$ cat src/hdl/opmode_pkg.sv
// Constants, field layout and state encodings for the operating mode block.
// Assumes a single 50 MHz system clock and a 32-bit APB register port.
package opmode_pkg;

  // ----------------------------------------------------------------
  // Register map
  // ----------------------------------------------------------------
  localparam logic [7:0] MODE_REG_INDEX = 8'h0b;
  localparam logic [11:0] MODE_REG_ADDR = {2'h0, MODE_REG_INDEX, 2'h0};

  // Field positions in the mode register
  localparam int unsigned BIT_SPECIAL_LOW = 7;
  localparam int unsigned BIT_SEL_UPPER = 6;
  localparam int unsigned BIT_SEL_LOWER = 5;
  localparam int unsigned BIT_STRETCH = 4;
  localparam int unsigned BIT_VISIBLE = 3;
  localparam int unsigned BIT_WAIT_STOP = 2;
  localparam int unsigned BIT_PORT_E_EMU = 0;

  // ----------------------------------------------------------------
  // Mode codes {special_mode_low, mode_select_upper, mode_select_lower}
  // ----------------------------------------------------------------
  localparam logic [2:0] MODE_RESET_DEFAULT = 3'h4;
  localparam logic [2:0] MODE_SPECIAL_SINGLE = 3'h0;
  localparam logic [2:0] MODE_PERIPHERAL = 3'h2;
  localparam logic [2:0] MODE_RESERVED = 3'h6;
  localparam logic [1:0] SEL_FORBIDDEN = 2'h2;

  localparam logic STRETCH_RESET = 1'b1;
  localparam logic WAIT_STOP_RESET = 1'b0;

  // ----------------------------------------------------------------
  // Background debug map
  // ----------------------------------------------------------------
  localparam logic [15:0] DEBUG_ROM_LOW = 16'hff20;
  localparam logic [15:0] DEBUG_REG_LOW = 16'hff00;
  localparam logic [15:0] DEBUG_REG_HIGH = 16'hff06;
  localparam logic [7:0] TOP_PAGE = 8'hff;

  // ----------------------------------------------------------------
  // Timing
  // ----------------------------------------------------------------
  localparam int unsigned SYNC_STAGES = 2;
  localparam logic [1:0] CAPTURE_DELAY = 2'h2;
  localparam logic [15:0] ADDR_STEP = 16'h0001;

  // External bus sequencer states, Gray along idle-high-low
  typedef enum logic [1:0] {
    BUS_IDLE = 2'b00,
    BUS_HIGH = 2'b01,
    BUS_LOW = 2'b11,
    BUS_SINGLE = 2'b10
  } bus_state_t;

endpackage : opmode_pkg

$ cat src/hdl/operating_mode_control.sv
// Operating mode control: mode pin capture, mode register on APB,
// port usage, bus clock stretch, visibility and debug map placement.
// Assumes mode pins are asynchronous; debug and CPU strobes are on mclk.
//
// Functional notes
// [RQ1] Mode pins captured at reset release into mode bits, which show mode.
// [RQ2] Pin code decodes to seven modes; reserved code forced to peripheral.
// [RQ3] Single-chip modes: no external bus, ports A and B are GPIO.
// [RQ4] Wide and peripheral modes: A and B form 16-bit muxed bus.
// [RQ5] Narrow modes: address on A and B, data only on port A.
// [RQ6] Narrow 16-bit transfer: high byte, then low byte at address plus one.
// [RQ7] Normal modes protect bits; special modes allow wider writes. Here wait-stop is written in normal modes only.
// [RQ8] Special single-chip enters active debug out of reset; else enable first.
// [RQ9] Enabled debug activates on serial command or halt-to-debug instruction.
// [RQ10] Active debug maps ROM at FF20-FFFF and registers at FF00-FF06.
// [RQ11] Active debug hides user memory of top page from normal accesses.
// [RQ12] Peripheral mode holds processor idle; debug unused; reset-only.
// [RQ13] Mode register absent from the map in peripheral mode.
// [RQ14] Special-mode bit readable; writable in special modes except first write.
// [RQ15] Mode selects: once in normal, special except first; never 10.
// [RQ16] Stretch enable 0: free clock; 1: stretch external and hidden cycles.
// [RQ17] Stretch enable reads 1 in expanded modes.
// [RQ18] Stretch enable: once in normal modes, anytime in special modes.
// [RQ19] Visibility in expanded modes shows internal accesses; never single-chip.
// [RQ20] Special narrow with visibility shows internal data wide on A and B.
// [RQ21] Visibility bit: once in normal, special except first write.
// [RQ22] Wait-stop bit shuts external bus in wait after activity completes.
// [RQ23] Port E emulation in expanded modes unmaps port E registers.
// [RQ24] Reset loads stretch 1, wait-stop 0, visibility and emulation by mode.
// [RQ25] Unused bit 1 reads 0 and ignores writes.
//
// The APB slave port was decided locally.
`timescale 1ns/1ns
`default_nettype none
module operating_mode_control (
  input wire logic mclk,
  input wire logic arst_n,
  // APB slave
  input wire logic psel,
  input wire logic penable,
  input wire logic pwrite,
  input wire logic [11:0] paddr,
  input wire logic [31:0] pwdata,
  output logic [31:0] prdata,
  output logic pready,
  output logic pslverr,
  // Mode pins
  input wire logic debug_pin,
  input wire logic mode_select_upper_pin,
  input wire logic mode_select_lower_pin,
  // Debug and processor events
  input wire logic debug_enable_cmd,
  input wire logic debug_serial_cmd,
  input wire logic halt_to_debug_instruction,
  input wire logic debug_exit,
  input wire logic wait_mode,
  // CPU access under way
  input wire logic cpu_access,
  input wire logic cpu_external,
  input wire logic [15:0] cpu_addr,
  // External transfer request
  input wire logic ext_req,
  input wire logic ext_word,
  input wire logic [15:0] ext_addr,
  input wire logic [15:0] ext_wdata,
  // Mode and port configuration
  output logic special_mode_low,
  output logic mode_select_upper,
  output logic mode_select_lower,
  output logic mode_valid,
  output logic port_a_gpio,
  output logic port_b_gpio,
  output logic port_b_addr_only,
  output logic cpu_hold,
  output logic port_e_mapped,
  output logic ext_bus_off,
  // Bus clock and visibility
  output logic stretch_high,
  output logic stretch_low,
  output logic visible_cycle,
  output logic visible_wide,
  // Background debug
  output logic background_debug_enabled,
  output logic background_debug_active,
  output logic debug_rom_sel,
  output logic debug_reg_sel,
  output logic user_top_hidden,
  // External bus cycles
  output logic bus_valid,
  output logic [15:0] bus_addr,
  output logic [15:0] bus_data,
  output logic bus_high,
  output logic bus_done
);

  // ----------------------------------------------------------------
  // State
  // ----------------------------------------------------------------
  logic [2:0] pins_sync;
  logic [1:0] cap_cnt;
  logic capture;
  logic [2:0] cap_code;
  logic bus_clock_stretch_enable;
  logic internal_bus_visible;
  logic ext_bus_wait_stop;
  logic port_e_emulation;
  logic wr_seen;
  logic special;
  logic expanded;
  logic narrow;
  logic single_chip;
  logic peripheral;
  logic stretch_eff;
  logic setup;
  logic hit;
  logic wr_en;
  logic first;
  logic once_ok;
  logic [2:0] req_code;
  logic [7:0] read_value;
  logic seq_busy;

  // ----------------------------------------------------------------
  // Mode decode
  // ----------------------------------------------------------------
  assign special = ~special_mode_low;
  assign single_chip = ~mode_select_upper & ~mode_select_lower; // RQ2
  assign expanded = mode_select_lower; // RQ2
  assign narrow = ~mode_select_upper & mode_select_lower; // RQ2
  assign peripheral = {special_mode_low, mode_select_upper,
                       mode_select_lower} == opmode_pkg::MODE_PERIPHERAL;
  assign stretch_eff = bus_clock_stretch_enable | expanded; // RQ17

  // ----------------------------------------------------------------
  // Pin capture
  // ----------------------------------------------------------------
  pin_sync #(
    .WIDTH(3)
  ) u_pin_sync (
    .mclk(mclk),
    .arst_n(arst_n),
    .pin_in({debug_pin, mode_select_upper_pin, mode_select_lower_pin}),
    .pin_sync_out(pins_sync)
  );

  assign capture = !mode_valid && cap_cnt == opmode_pkg::CAPTURE_DELAY;
  assign cap_code = (pins_sync == opmode_pkg::MODE_RESERVED) ?
                    opmode_pkg::MODE_PERIPHERAL : pins_sync; // RQ2

  always_ff @(posedge mclk or negedge arst_n) begin
    if (!arst_n) begin
      cap_cnt <= 2'h0;
      mode_valid <= 1'b0;
    end else if (!mode_valid) begin
      if (capture) begin
        mode_valid <= 1'b1;
      end else begin
        cap_cnt <= cap_cnt + 2'h1;
      end
    end
  end

  // ----------------------------------------------------------------
  // APB access
  // ----------------------------------------------------------------
  assign setup = psel & ~penable;
  assign hit = paddr == opmode_pkg::MODE_REG_ADDR;
  assign wr_en = psel & penable & pready & pwrite & hit & ~peripheral
                 & mode_valid; // RQ13
  assign first = ~wr_seen;
  assign once_ok = special ? ~first : first; // RQ7

  always_comb begin
    req_code = {special_mode_low, mode_select_upper, mode_select_lower};
    if (special && !first) begin
      req_code[2] = pwdata[opmode_pkg::BIT_SPECIAL_LOW]; // RQ14
    end
    if (once_ok && pwdata[opmode_pkg::BIT_SEL_UPPER -: 2] !=
        opmode_pkg::SEL_FORBIDDEN) begin
      req_code[1:0] = pwdata[opmode_pkg::BIT_SEL_UPPER -: 2]; // RQ15
    end
  end

  always_comb begin
    read_value = 8'h00; // RQ25
    read_value[opmode_pkg::BIT_SPECIAL_LOW] = special_mode_low; // RQ14
    read_value[opmode_pkg::BIT_SEL_UPPER] = mode_select_upper; // RQ1
    read_value[opmode_pkg::BIT_SEL_LOWER] = mode_select_lower;
    read_value[opmode_pkg::BIT_STRETCH] = stretch_eff; // RQ17
    read_value[opmode_pkg::BIT_VISIBLE] = internal_bus_visible;
    read_value[opmode_pkg::BIT_WAIT_STOP] = ext_bus_wait_stop;
    read_value[opmode_pkg::BIT_PORT_E_EMU] = port_e_emulation;
  end

  always_ff @(posedge mclk or negedge arst_n) begin
    if (!arst_n) begin
      pready <= 1'b0;
      pslverr <= 1'b0;
      prdata <= 32'h0000_0000;
    end else begin
      pready <= setup;
      pslverr <= setup & (~hit | peripheral); // RQ13
      if (setup) begin
        prdata <= (hit && !peripheral) ? {24'h00_0000, read_value}
                                       : 32'h0000_0000;
      end
    end
  end

  // ----------------------------------------------------------------
  // Mode register
  // ----------------------------------------------------------------
  always_ff @(posedge mclk or negedge arst_n) begin
    if (!arst_n) begin
      {special_mode_low, mode_select_upper, mode_select_lower} <=
        opmode_pkg::MODE_RESET_DEFAULT;
      bus_clock_stretch_enable <= opmode_pkg::STRETCH_RESET;
      internal_bus_visible <= 1'b0;
      ext_bus_wait_stop <= opmode_pkg::WAIT_STOP_RESET;
      port_e_emulation <= 1'b0;
      wr_seen <= 1'b0;
    end else if (capture) begin
      {special_mode_low, mode_select_upper, mode_select_lower} <=
        cap_code; // RQ1
      bus_clock_stretch_enable <= opmode_pkg::STRETCH_RESET; // RQ24
      ext_bus_wait_stop <= opmode_pkg::WAIT_STOP_RESET; // RQ24
      internal_bus_visible <= ~cap_code[2]; // RQ24
      port_e_emulation <= ~cap_code[2]; // RQ24
    end else if (wr_en) begin
      wr_seen <= 1'b1;
      {special_mode_low, mode_select_upper, mode_select_lower} <=
        req_code; // RQ15
      if (special || first) begin
        bus_clock_stretch_enable <= pwdata[opmode_pkg::BIT_STRETCH]; // RQ18
      end
      if (once_ok) begin
        internal_bus_visible <= pwdata[opmode_pkg::BIT_VISIBLE]; // RQ21
        port_e_emulation <= pwdata[opmode_pkg::BIT_PORT_E_EMU]; // RQ7
      end
      if (!special) begin
        ext_bus_wait_stop <= pwdata[opmode_pkg::BIT_WAIT_STOP]; // RQ7
      end
    end
  end

  // ----------------------------------------------------------------
  // Port usage
  // ----------------------------------------------------------------
  always_ff @(posedge mclk or negedge arst_n) begin
    if (!arst_n) begin
      port_a_gpio <= 1'b1;
      port_b_gpio <= 1'b1;
      port_b_addr_only <= 1'b0;
      cpu_hold <= 1'b1;
      port_e_mapped <= 1'b1;
    end else begin
      port_a_gpio <= single_chip; // RQ3
      port_b_gpio <= single_chip; // RQ3
      port_b_addr_only <= narrow; // RQ5
      cpu_hold <= ~mode_valid | peripheral; // RQ12
      port_e_mapped <= ~peripheral & ~(expanded & port_e_emulation); // RQ23
    end
  end

  // ----------------------------------------------------------------
  // Bus clock and visibility
  // ----------------------------------------------------------------
  always_ff @(posedge mclk or negedge arst_n) begin
    if (!arst_n) begin
      stretch_high <= 1'b0;
      stretch_low <= 1'b0;
      visible_cycle <= 1'b0;
      visible_wide <= 1'b0;
    end else begin
      stretch_high <= stretch_eff & cpu_access & cpu_external; // RQ16
      stretch_low <= stretch_eff & cpu_access & ~cpu_external
                     & ~(expanded & internal_bus_visible); // RQ16
      visible_cycle <= expanded & internal_bus_visible & cpu_access
                       & ~cpu_external; // RQ19
      visible_wide <= narrow & special & internal_bus_visible & cpu_access
                      & ~cpu_external; // RQ20
    end
  end

  // ----------------------------------------------------------------
  // Wait-mode bus shutdown
  // ----------------------------------------------------------------
  always_ff @(posedge mclk or negedge arst_n) begin
    if (!arst_n) begin
      ext_bus_off <= 1'b0;
    end else begin
      ext_bus_off <= ext_bus_wait_stop & wait_mode & ~seq_busy; // RQ22
    end
  end

  // ----------------------------------------------------------------
  // Background debug
  // ----------------------------------------------------------------
  always_ff @(posedge mclk or negedge arst_n) begin
    if (!arst_n) begin
      background_debug_enabled <= 1'b0;
      background_debug_active <= 1'b0;
    end else if (capture) begin
      background_debug_enabled <=
        cap_code == opmode_pkg::MODE_SPECIAL_SINGLE; // RQ8
      background_debug_active <=
        cap_code == opmode_pkg::MODE_SPECIAL_SINGLE; // RQ8
    end else begin
      if (debug_enable_cmd) begin
        background_debug_enabled <= 1'b1;
      end
      if (background_debug_enabled && !peripheral
          && (debug_serial_cmd || halt_to_debug_instruction)) begin
        background_debug_active <= 1'b1; // RQ9
      end else if (debug_exit) begin
        background_debug_active <= 1'b0;
      end
    end
  end

  always_ff @(posedge mclk or negedge arst_n) begin
    if (!arst_n) begin
      debug_rom_sel <= 1'b0;
      debug_reg_sel <= 1'b0;
      user_top_hidden <= 1'b0;
    end else begin
      debug_rom_sel <= background_debug_active & cpu_access
                       & cpu_addr >= opmode_pkg::DEBUG_ROM_LOW; // RQ10
      debug_reg_sel <= background_debug_active & cpu_access
                       & cpu_addr >= opmode_pkg::DEBUG_REG_LOW
                       & cpu_addr <= opmode_pkg::DEBUG_REG_HIGH; // RQ10
      user_top_hidden <= background_debug_active & cpu_access
                         & cpu_addr[15:8] == opmode_pkg::TOP_PAGE; // RQ11
    end
  end

  // ----------------------------------------------------------------
  // External bus cycles
  // ----------------------------------------------------------------
  ext_bus_seq u_ext_bus_seq (
    .mclk(mclk),
    .arst_n(arst_n),
    .enable((expanded | peripheral) & ~ext_bus_off), // RQ3
    .narrow(narrow),
    .req(ext_req),
    .word(ext_word),
    .addr(ext_addr),
    .wdata(ext_wdata),
    .bus_valid(bus_valid),
    .bus_addr(bus_addr),
    .bus_data(bus_data),
    .bus_high(bus_high),
    .busy(seq_busy),
    .done(bus_done)
  );

endmodule : operating_mode_control
`default_nettype wire

$ cat src/hdl/pin_sync.sv
// Two-flop synchroniser for a group of asynchronous pins.
// Assumes the pins are quasi-static around reset release.
`timescale 1ns/1ns
`default_nettype none
module pin_sync #(
  parameter int unsigned WIDTH = 3
) (
  input wire logic mclk,
  input wire logic arst_n,
  input wire logic [WIDTH-1:0] pin_in,
  output logic [WIDTH-1:0] pin_sync_out
);

  logic [WIDTH-1:0] stage1;

  genvar i;
  generate
    for (i = 0; i < WIDTH; i++) begin : g_bit
      always_ff @(posedge mclk or negedge arst_n) begin
        if (!arst_n) begin
          stage1[i] <= 1'b0;
          pin_sync_out[i] <= 1'b0;
        end else begin
          stage1[i] <= pin_in[i];
          pin_sync_out[i] <= stage1[i];
        end
      end
    end
  endgenerate

endmodule : pin_sync
`default_nettype wire

$ cat src/hdl/ext_bus_seq.sv
// External multiplexed bus sequencer: one cycle on a wide bus,
// two byte cycles for a word transfer on a narrow bus.
// Assumes requests come from logic on mclk and are held one cycle.
`timescale 1ns/1ns
`default_nettype none
module ext_bus_seq (
  input wire logic mclk,
  input wire logic arst_n,
  input wire logic enable,
  input wire logic narrow,
  input wire logic req,
  input wire logic word,
  input wire logic [15:0] addr,
  input wire logic [15:0] wdata,
  output logic bus_valid,
  output logic [15:0] bus_addr,
  output logic [15:0] bus_data,
  output logic bus_high,
  output logic busy,
  output logic done
);

  opmode_pkg::bus_state_t state;
  logic [7:0] low_byte;

  // ----------------------------------------------------------------
  // Sequencer
  // ----------------------------------------------------------------
  always_ff @(posedge mclk or negedge arst_n) begin
    if (!arst_n) begin
      state <= opmode_pkg::BUS_IDLE;
      bus_valid <= 1'b0;
      bus_addr <= 16'h0000;
      bus_data <= 16'h0000;
      bus_high <= 1'b0;
      low_byte <= 8'h00;
      busy <= 1'b0;
      done <= 1'b0;
    end else begin
      bus_valid <= 1'b0;
      done <= 1'b0;
      case (state)
        opmode_pkg::BUS_IDLE: begin
          if (req && enable) begin
            bus_valid <= 1'b1;
            bus_addr <= addr;
            busy <= 1'b1;
            low_byte <= wdata[7:0];
            if (narrow && word) begin
              state <= opmode_pkg::BUS_HIGH; // RQ6
              bus_data <= {8'h00, wdata[15:8]}; // RQ5
              bus_high <= 1'b1;
            end else begin
              state <= opmode_pkg::BUS_SINGLE;
              bus_data <= narrow ? {8'h00, wdata[7:0]} : wdata; // RQ4
              bus_high <= ~narrow;
            end
          end
        end
        opmode_pkg::BUS_HIGH: begin
          state <= opmode_pkg::BUS_LOW;
          bus_valid <= 1'b1;
          bus_addr <= bus_addr + opmode_pkg::ADDR_STEP; // RQ6
          bus_data <= {8'h00, low_byte};
          bus_high <= 1'b0;
        end
        opmode_pkg::BUS_LOW, opmode_pkg::BUS_SINGLE: begin
          state <= opmode_pkg::BUS_IDLE;
          busy <= 1'b0;
          done <= 1'b1;
        end
        default: begin
          state <= opmode_pkg::BUS_IDLE;
          busy <= 1'b0;
        end
      endcase
    end
  end

endmodule : ext_bus_seq
`default_nettype wire

$ cat config.mk
export PLATFORM = sky130hd
export DESIGN_NAME = operating_mode_control
export DESIGN_NICKNAME = d
export VERILOG_FILES = /design/src/hdl/opmode_pkg.sv /design/src/hdl/operating_mode_control.sv /design/src/hdl/pin_sync.sv /design/src/hdl/ext_bus_seq.sv
export SDC_FILE = /design/constraint.sdc
export NUM_CORES = 1
export LEC_CHECK = 0
export ABC_AREA = 1
export BUFFER_PORTS_ARGS = -buffer_cell sky130_fd_sc_hd__buf_2
export CORE_MARGIN = 3
export CORE_UTILIZATION = 30
export DETAILED_ROUTE_END_ITERATION = 10
export SKIP_LAST_GASP = 1
export SLEW_MARGIN = 5
export SYNTH_ARGS = -nofsm -noshare
export SYNTH_HDL_FRONTEND = slang
export SYNTH_SLANG_ARGS = --single-unit
$ cat constraint.sdc
create_clock -name mclk -period 5.1 [get_ports mclk]
set_clock_uncertainty 0.1 [all_clocks]
set_input_delay 0.765 -clock mclk [delete_from_list [all_inputs] [get_ports mclk]]
set_output_delay 0.765 -clock mclk [all_outputs]
set_load 0.1 [all_outputs]
==> After elaboration in Yosys (flattened, before gate mapping) <==
Cells that the tools add are included.
{ "totals": {"register_bits": 111, "input_bits": 109, "output_inout_bits": 88, "elab_cells": 189} }
{ "classes": {"n_addsub": 2, "order_cmp": 3, "eq_ne": 10, "muxes": 47, "bitwise_logic": 51, "n_reduce_logical": 35} }
{ "op_table": {"columns": ["op", "count"], "rows": [
  ["16-bit 2-to-1 mux", 4],
  ["16-bit case mux with 2 select lines", 2],
  ["16-bit greater-or-equal comparator, second input constant", 2],
  ["1-bit 2-to-1 mux", 32],
  ["1-bit AND", 31],
  ["2-bit AND reduction", 10],
  ["2-bit nonzero test", 9],
  ["16-bit by 1-bit adder with 16-bit output, second input constant", 1],
  ["16-bit <= comparator, second input constant", 1],
  ["1-bit NOT", 16],
  ["12-bit by 6-bit equality test with 1-bit output, second input constant", 1],
  ["8-bit equality test, second input constant", 1],
  ["1-bit logical AND", 8],
  ["8-bit 2-to-1 mux", 1],
  ["2-bit equality test, second input constant", 3],
  ["2-bit 2-to-1 mux", 3],
  ["1-bit case mux with 2 select lines", 3],
  ["2-bit case mux with 3 select lines", 1],
  ["1-bit bitwise OR", 4],
  ["3-bit by 2-bit equality test with 1-bit output, second input constant", 1],
  ["3-bit equality test, second input constant", 1],
  ["3-bit zero test", 1],
  ["3-bit 2-to-1 mux", 1],
  ["3-bit nonzero test", 1],
  ["8 further kinds", 10]
]} }

==> Longest topological paths before layout <==
{ "logic_depth": {"depth_word": 8, "mapped_depth": 10, "mapped_depth_nobuf": 10} }

==> By module <==
Synthesis repeated with hierarchy kept, for this count alone.
{ "unflattened": {"hier_cells": 509, "hier_area_um2": 4255.3} }
{ "modules_own_cells": {"columns": ["module", "n_inst", "cells_per_inst", "area_each_um2", "seq_area_each_um2"], "rows": [
  ["ext_bus_seq", 1, 297, 2318.5, 1151.1],
  ["operating_mode_control", 1, 206, 1786.7, 857.1],
  ["pin_sync", 1, 6, 150.1, 150.1]
]} }

==> Worst setup path before layout <==
OpenSTA, ideal clock, no wires.
{ "synth_timing": {"path_kind": "register to register", "startpoint": "register u_ext_bus_seq.bus_addr[0]", "endpoint": "register u_ext_bus_seq.bus_addr[14]", "setup_time_ns": 0.127, "t_arrival_ns": 2.013, "required_ns": 4.873, "setup_slack_ns": 2.860, "stages_incl_launch_ff": 9, "n_path_buf": 0, "synth_period_minus_slack_ns": 2.240, "path_cell_list": "dfrtp_1 -> ha_1 -> nand2_1 -> nor2_1 -> nand2_1 -> inv_1 -> nand3_1 -> nand3_1 -> nand3_1"} }
{ "synth_via": {"elab_chain_len": 2} }
{ "synth_lines": {"columns": ["item", "line_no", "rtl"], "rows": [
  ["start: declaration", "ext_bus_seq.sv:16", "output logic [15:0] bus_addr,"],
  ["start signal: assignment", "ext_bus_seq.sv:46", "bus_addr <= addr;"],
  ["start signal: assignment", "ext_bus_seq.sv:63", "bus_addr <= bus_addr + opmode_pkg::ADDR_STEP;"],
  ["16-bit by 1-bit adder with 16-bit output", "ext_bus_seq.sv:63", null],
  ["16-bit case mux with 2 select lines", "ext_bus_seq.sv:42", "case (state)"]
]} }
No other way between the ends.
A chain may end at the register's enable or synchronous reset.

==> Final worst setup path <==
{ "layout_timing": {"startpoint": "register mode_select_lower", "endpoint": "register u_ext_bus_seq.bus_data[9]"} }
{ "layout_via": {"elab_chain_len": 6, "word_cells_on_any_way": 12, "classes_between": "eq/ne (2); mux (4); bitwise (3); reduce/logical (3)"} }
{ "layout_lines": {"columns": ["item", "line_no", "rtl"], "rows": [
  ["start: declaration", "operating_mode_control.sv:69", "output logic mode_select_lower,"],
  ["start signal: assignment", "operating_mode_control.sv:215", "{special_mode_low, mode_select_upper, mode_select_lower} <="],
  ["start signal: assignment", "operating_mode_control.sv:223", "{special_mode_low, mode_select_upper, mode_select_lower} <="],
  ["start signal: assignment", "operating_mode_control.sv:231", "{special_mode_low, mode_select_upper, mode_select_lower} <="],
  ["3-bit by 2-bit equality test with 1-bit output", "operating_mode_control.sv:131", "mode_select_lower} == opmode_pkg::MODE_PERIPHERAL;"],
  ["1-bit bitwise OR", "operating_mode_control.sv:343", ".enable((expanded | peripheral) & ~ext_bus_off),"],
  ["1-bit AND", "operating_mode_control.sv:343", null],
  ["1-bit logical AND", "ext_bus_seq.sv:44", "if (req && enable) begin"],
  ["2-bit by 1-bit inequality test with 1-bit output (no line)", null, null],
  ["2-bit AND reduction (no line)", null, null],
  ["end signal: assignment", "ext_bus_seq.sv:51", "bus_data <= {8'h00, wdata[15:8]};"],
  ["end signal: assignment", "ext_bus_seq.sv:55", "bus_data <= narrow ? {8'h00, wdata[7:0]} : wdata;"],
  ["end signal: assignment", "ext_bus_seq.sv:64", "bus_data <= {8'h00, low_byte};"],
  ["end: declaration", "ext_bus_seq.sv:17", "output logic [15:0] bus_data,"]
]} }
Several ways; a longest one is shown, not always the timed one. The select of a mux whose other input is x is not followed.

==> run summary <==
Outcome - finished clean
Synth cell types - 33
Ys async rst share - 1.00
Overall Power - 3210 uW
Critical path launch point type - flip-flop
Reg-to-Reg Start - mode_select_lower
Mean Syn Cell Area - 8.09 sq um
Max incr delay on CP - 0.55 ns
RSZ-0062 raised after global routing - no
Hold_buf cts - 0
Most common cell after layout, fill and taps aside - nand2_1
I/O pins - 197
Worst path slowest cell - dfrtp_1
Pwr/cell area - 612 nW/um^2
Antenna diodes - 0
Worst VDD drop - 317 uV
DP Area - 4960 sq um
Tot GR Track Use - 0.141
TritonCTS buffer count - 9
# H-tree levels - 3
Clk buf depth - 2
Most frequent CP cell - inv_2
Final hold violation count - 0
Crit-path max FO - 32
Post-synth top flop - dfrtp_1
Post-Synthesis Cells - 517
Fmax - 0.433 GHz
Worst path buffer plus inverter count - 2
Period minus WS final - 2.31 ns
Max-slew headroom - 0.570
Vias in the first global route - 3728
Leak - 0.00286 uW
Placer Congestion - 0.802
Width of the chip - 124 microns
Type of the worst min-delay path - flip-flop to flip-flop
Post-synthesis sequential area ratio - 0.516
Worst-Margin Slew - 0.646 ns
Clk sink count - 86
P&R area growth vs syn - 25.3%
DRT Pass-1 Iters - 5
Initial antenna violation count - 0
CP Capture Type - flip-flop
EDFF count, synth - 0
Worst Hold End - u_pin_sync.pin_sync_out[0]
DR WL/cell - 13.2 microns
Antenna-violating nets left - 0
Commonest cells after routing, fill and taps aside - 165 x nand2_1, 145 x buf_2, 81 x dfrtp_1
Initial core utilization - 0.311
R2R cell count - 6
Remaining DRCs - 0
Post-CTS Setup Bufs - 0
Setup TNS - 0 ns
DR iter-0 viols - 249
Top delay family on crit path - simple AND/OR/NAND/NOR gates
Worst Path Required - 5.25 ns
CTS Root Cell - clkbuf_16
Crit path depth - 6
Slew Limit Fails - 0
Critical path type - flip-flop to flip-flop
Worst skew pair latency - 0.33 ns
Final Net Count - 774
HP Start - u_pin_sync.stage1[0]
First-pass GRT wire length - 17.2 mm
Total wire length - 11.1 mm
Post-CTS Resized - 0
MaxCap Viol Count - 0
Fraction of layout cells with a size suffix above 1 - 0.269
Final Cycle Share - 0.452
FF+latch count, synth - 86
Synth warn - 0
Reg clk slew, reported paths - 0.07 ns
Hold Path Stages - 0
Congestion Overflow GR - 0
TritonCTS clock tree - yes
Via count - 3863
Site Rows - 42
Arr. time, crit path - 2.46 ns
Vias/cell - 4.59
Fin area - 5240 sq um
Largest net degree at the start of global routing - 51
Fill count - 1416
Crit-path cells - inv_2 > nand2_1 > nand4_4 > inv_2 > nand2_2 > o21ai_0
R2r endpoint - u_ext_bus_seq.bus_data[9]
Mapped cell area - 4180 sq um
Core area - 13500 sq um
Port Buffer Count - 146
Setup slack, reg-to-reg - 2.79 ns
Post-DP HPWL - 8.36 mm
Final Setup Violations - 0
DIE AREA - 15400 sq um
Chip Height - 124 microns
power by group:
group / internal (uW) / switching, uW / leakage [uW]
registers: 851 / 139 / 0.00106
clock network: 355 / 264 / 0.000138
logic: 237 / 1360 / 0.00165
cells by family after synthesis:
family	synth area share
xor+xnor	0.00209
other cells	0.000896
compound gates	0.0804
buf+inv	0.115
flops	0.516
simple gates	0.274
fa+ha+maj	0.0120
state kept, by name, summed over array words and instances (netlist names), 2 cells and up:
name                     count
u_pin_sync.pin_sync_out      3
u_ext_bus_seq.state          2
u_ext_bus_seq.bus_data      16
u_pin_sync.stage1            3
cap_cnt                      2
prdata                       7
u_ext_bus_seq.bus_addr      16
u_ext_bus_seq.low_byte       8
per-layer routing:
layer  GRT usage  share of wire
met5           0              0
met4      0.0548          0.016
met3      0.0327          0.064
met2       0.241           0.49
met1       0.172           0.43
worst reg2reg max path, cell delays in order (launching register included):
cell     delay, ns
dfrtp_1       0.55
inv_2         0.10
nand2_1       0.18
nand4_4       0.31
inv_2         0.55
nand2_2       0.23
o21ai_0       0.21
stage by stage:
step                      setup WS (ns)   util  hold slack (ns)  std cells
final                              2.79  0.390            0.254        842
after global routing               2.51  0.390            0.262        842
after CTS                          2.72  0.390            0.260        842
after detailed placement           2.70  0.369            0.246        826
after global placement             2.74  0.369            0.239        826
after floorplan                    2.86      -            0.231        541
synth_stat cells (5+ instances only):
cell / n / area share
nand4_1: 9 / 0.013
buf_4: 27 / 0.048
nand2_1: 165 / 0.15
nand3_1: 43 / 0.051
o21ai_1: 7 / 0.0084
dfrtp_1: 81 / 0.48
o21ai_0: 39 / 0.047
o211ai_1: 5 / 0.0090
inv_1: 52 / 0.047
dfstp_2: 5 / 0.031
nor2_1: 37 / 0.033
cell type report:
| class | count | area [sq um] | area share |
|---|---|---|---|
| Tap cell | 176 | 220 | 0.0420 |
| Sequential cell | 86 | 2160 | 0.412 |
| Inverter | 56 | 210 | 0.0401 |
| Clock inverter | 4 | 22.5 | 0.00430 |
| Timing Repair Buffer | 147 | 741 | 0.141 |
| Clock buffer | 12 | 256 | 0.0489 |
| Multi-Input combinational cell | 361 | 1630 | 0.312 |
worst max-delay path by stage:
stage	startpoint	endpoint	slack [ns]
finish	mode_select_lower	u_ext_bus_seq.bus_data[9]	2.79
global route	mode_select_lower	u_ext_bus_seq.bus_data[8]	2.51
CTS	mode_select_lower	u_ext_bus_seq.bus_data[9]	2.72
detailed placement	ext_req	u_ext_bus_seq.bus_data[9]	2.70
global placement	ext_req	u_ext_bus_seq.bus_data[8]	2.74
floorplan	u_ext_bus_seq.bus_addr[0]	u_ext_bus_seq.bus_addr[14]	2.86
Power figures use the tool's default switching activity.
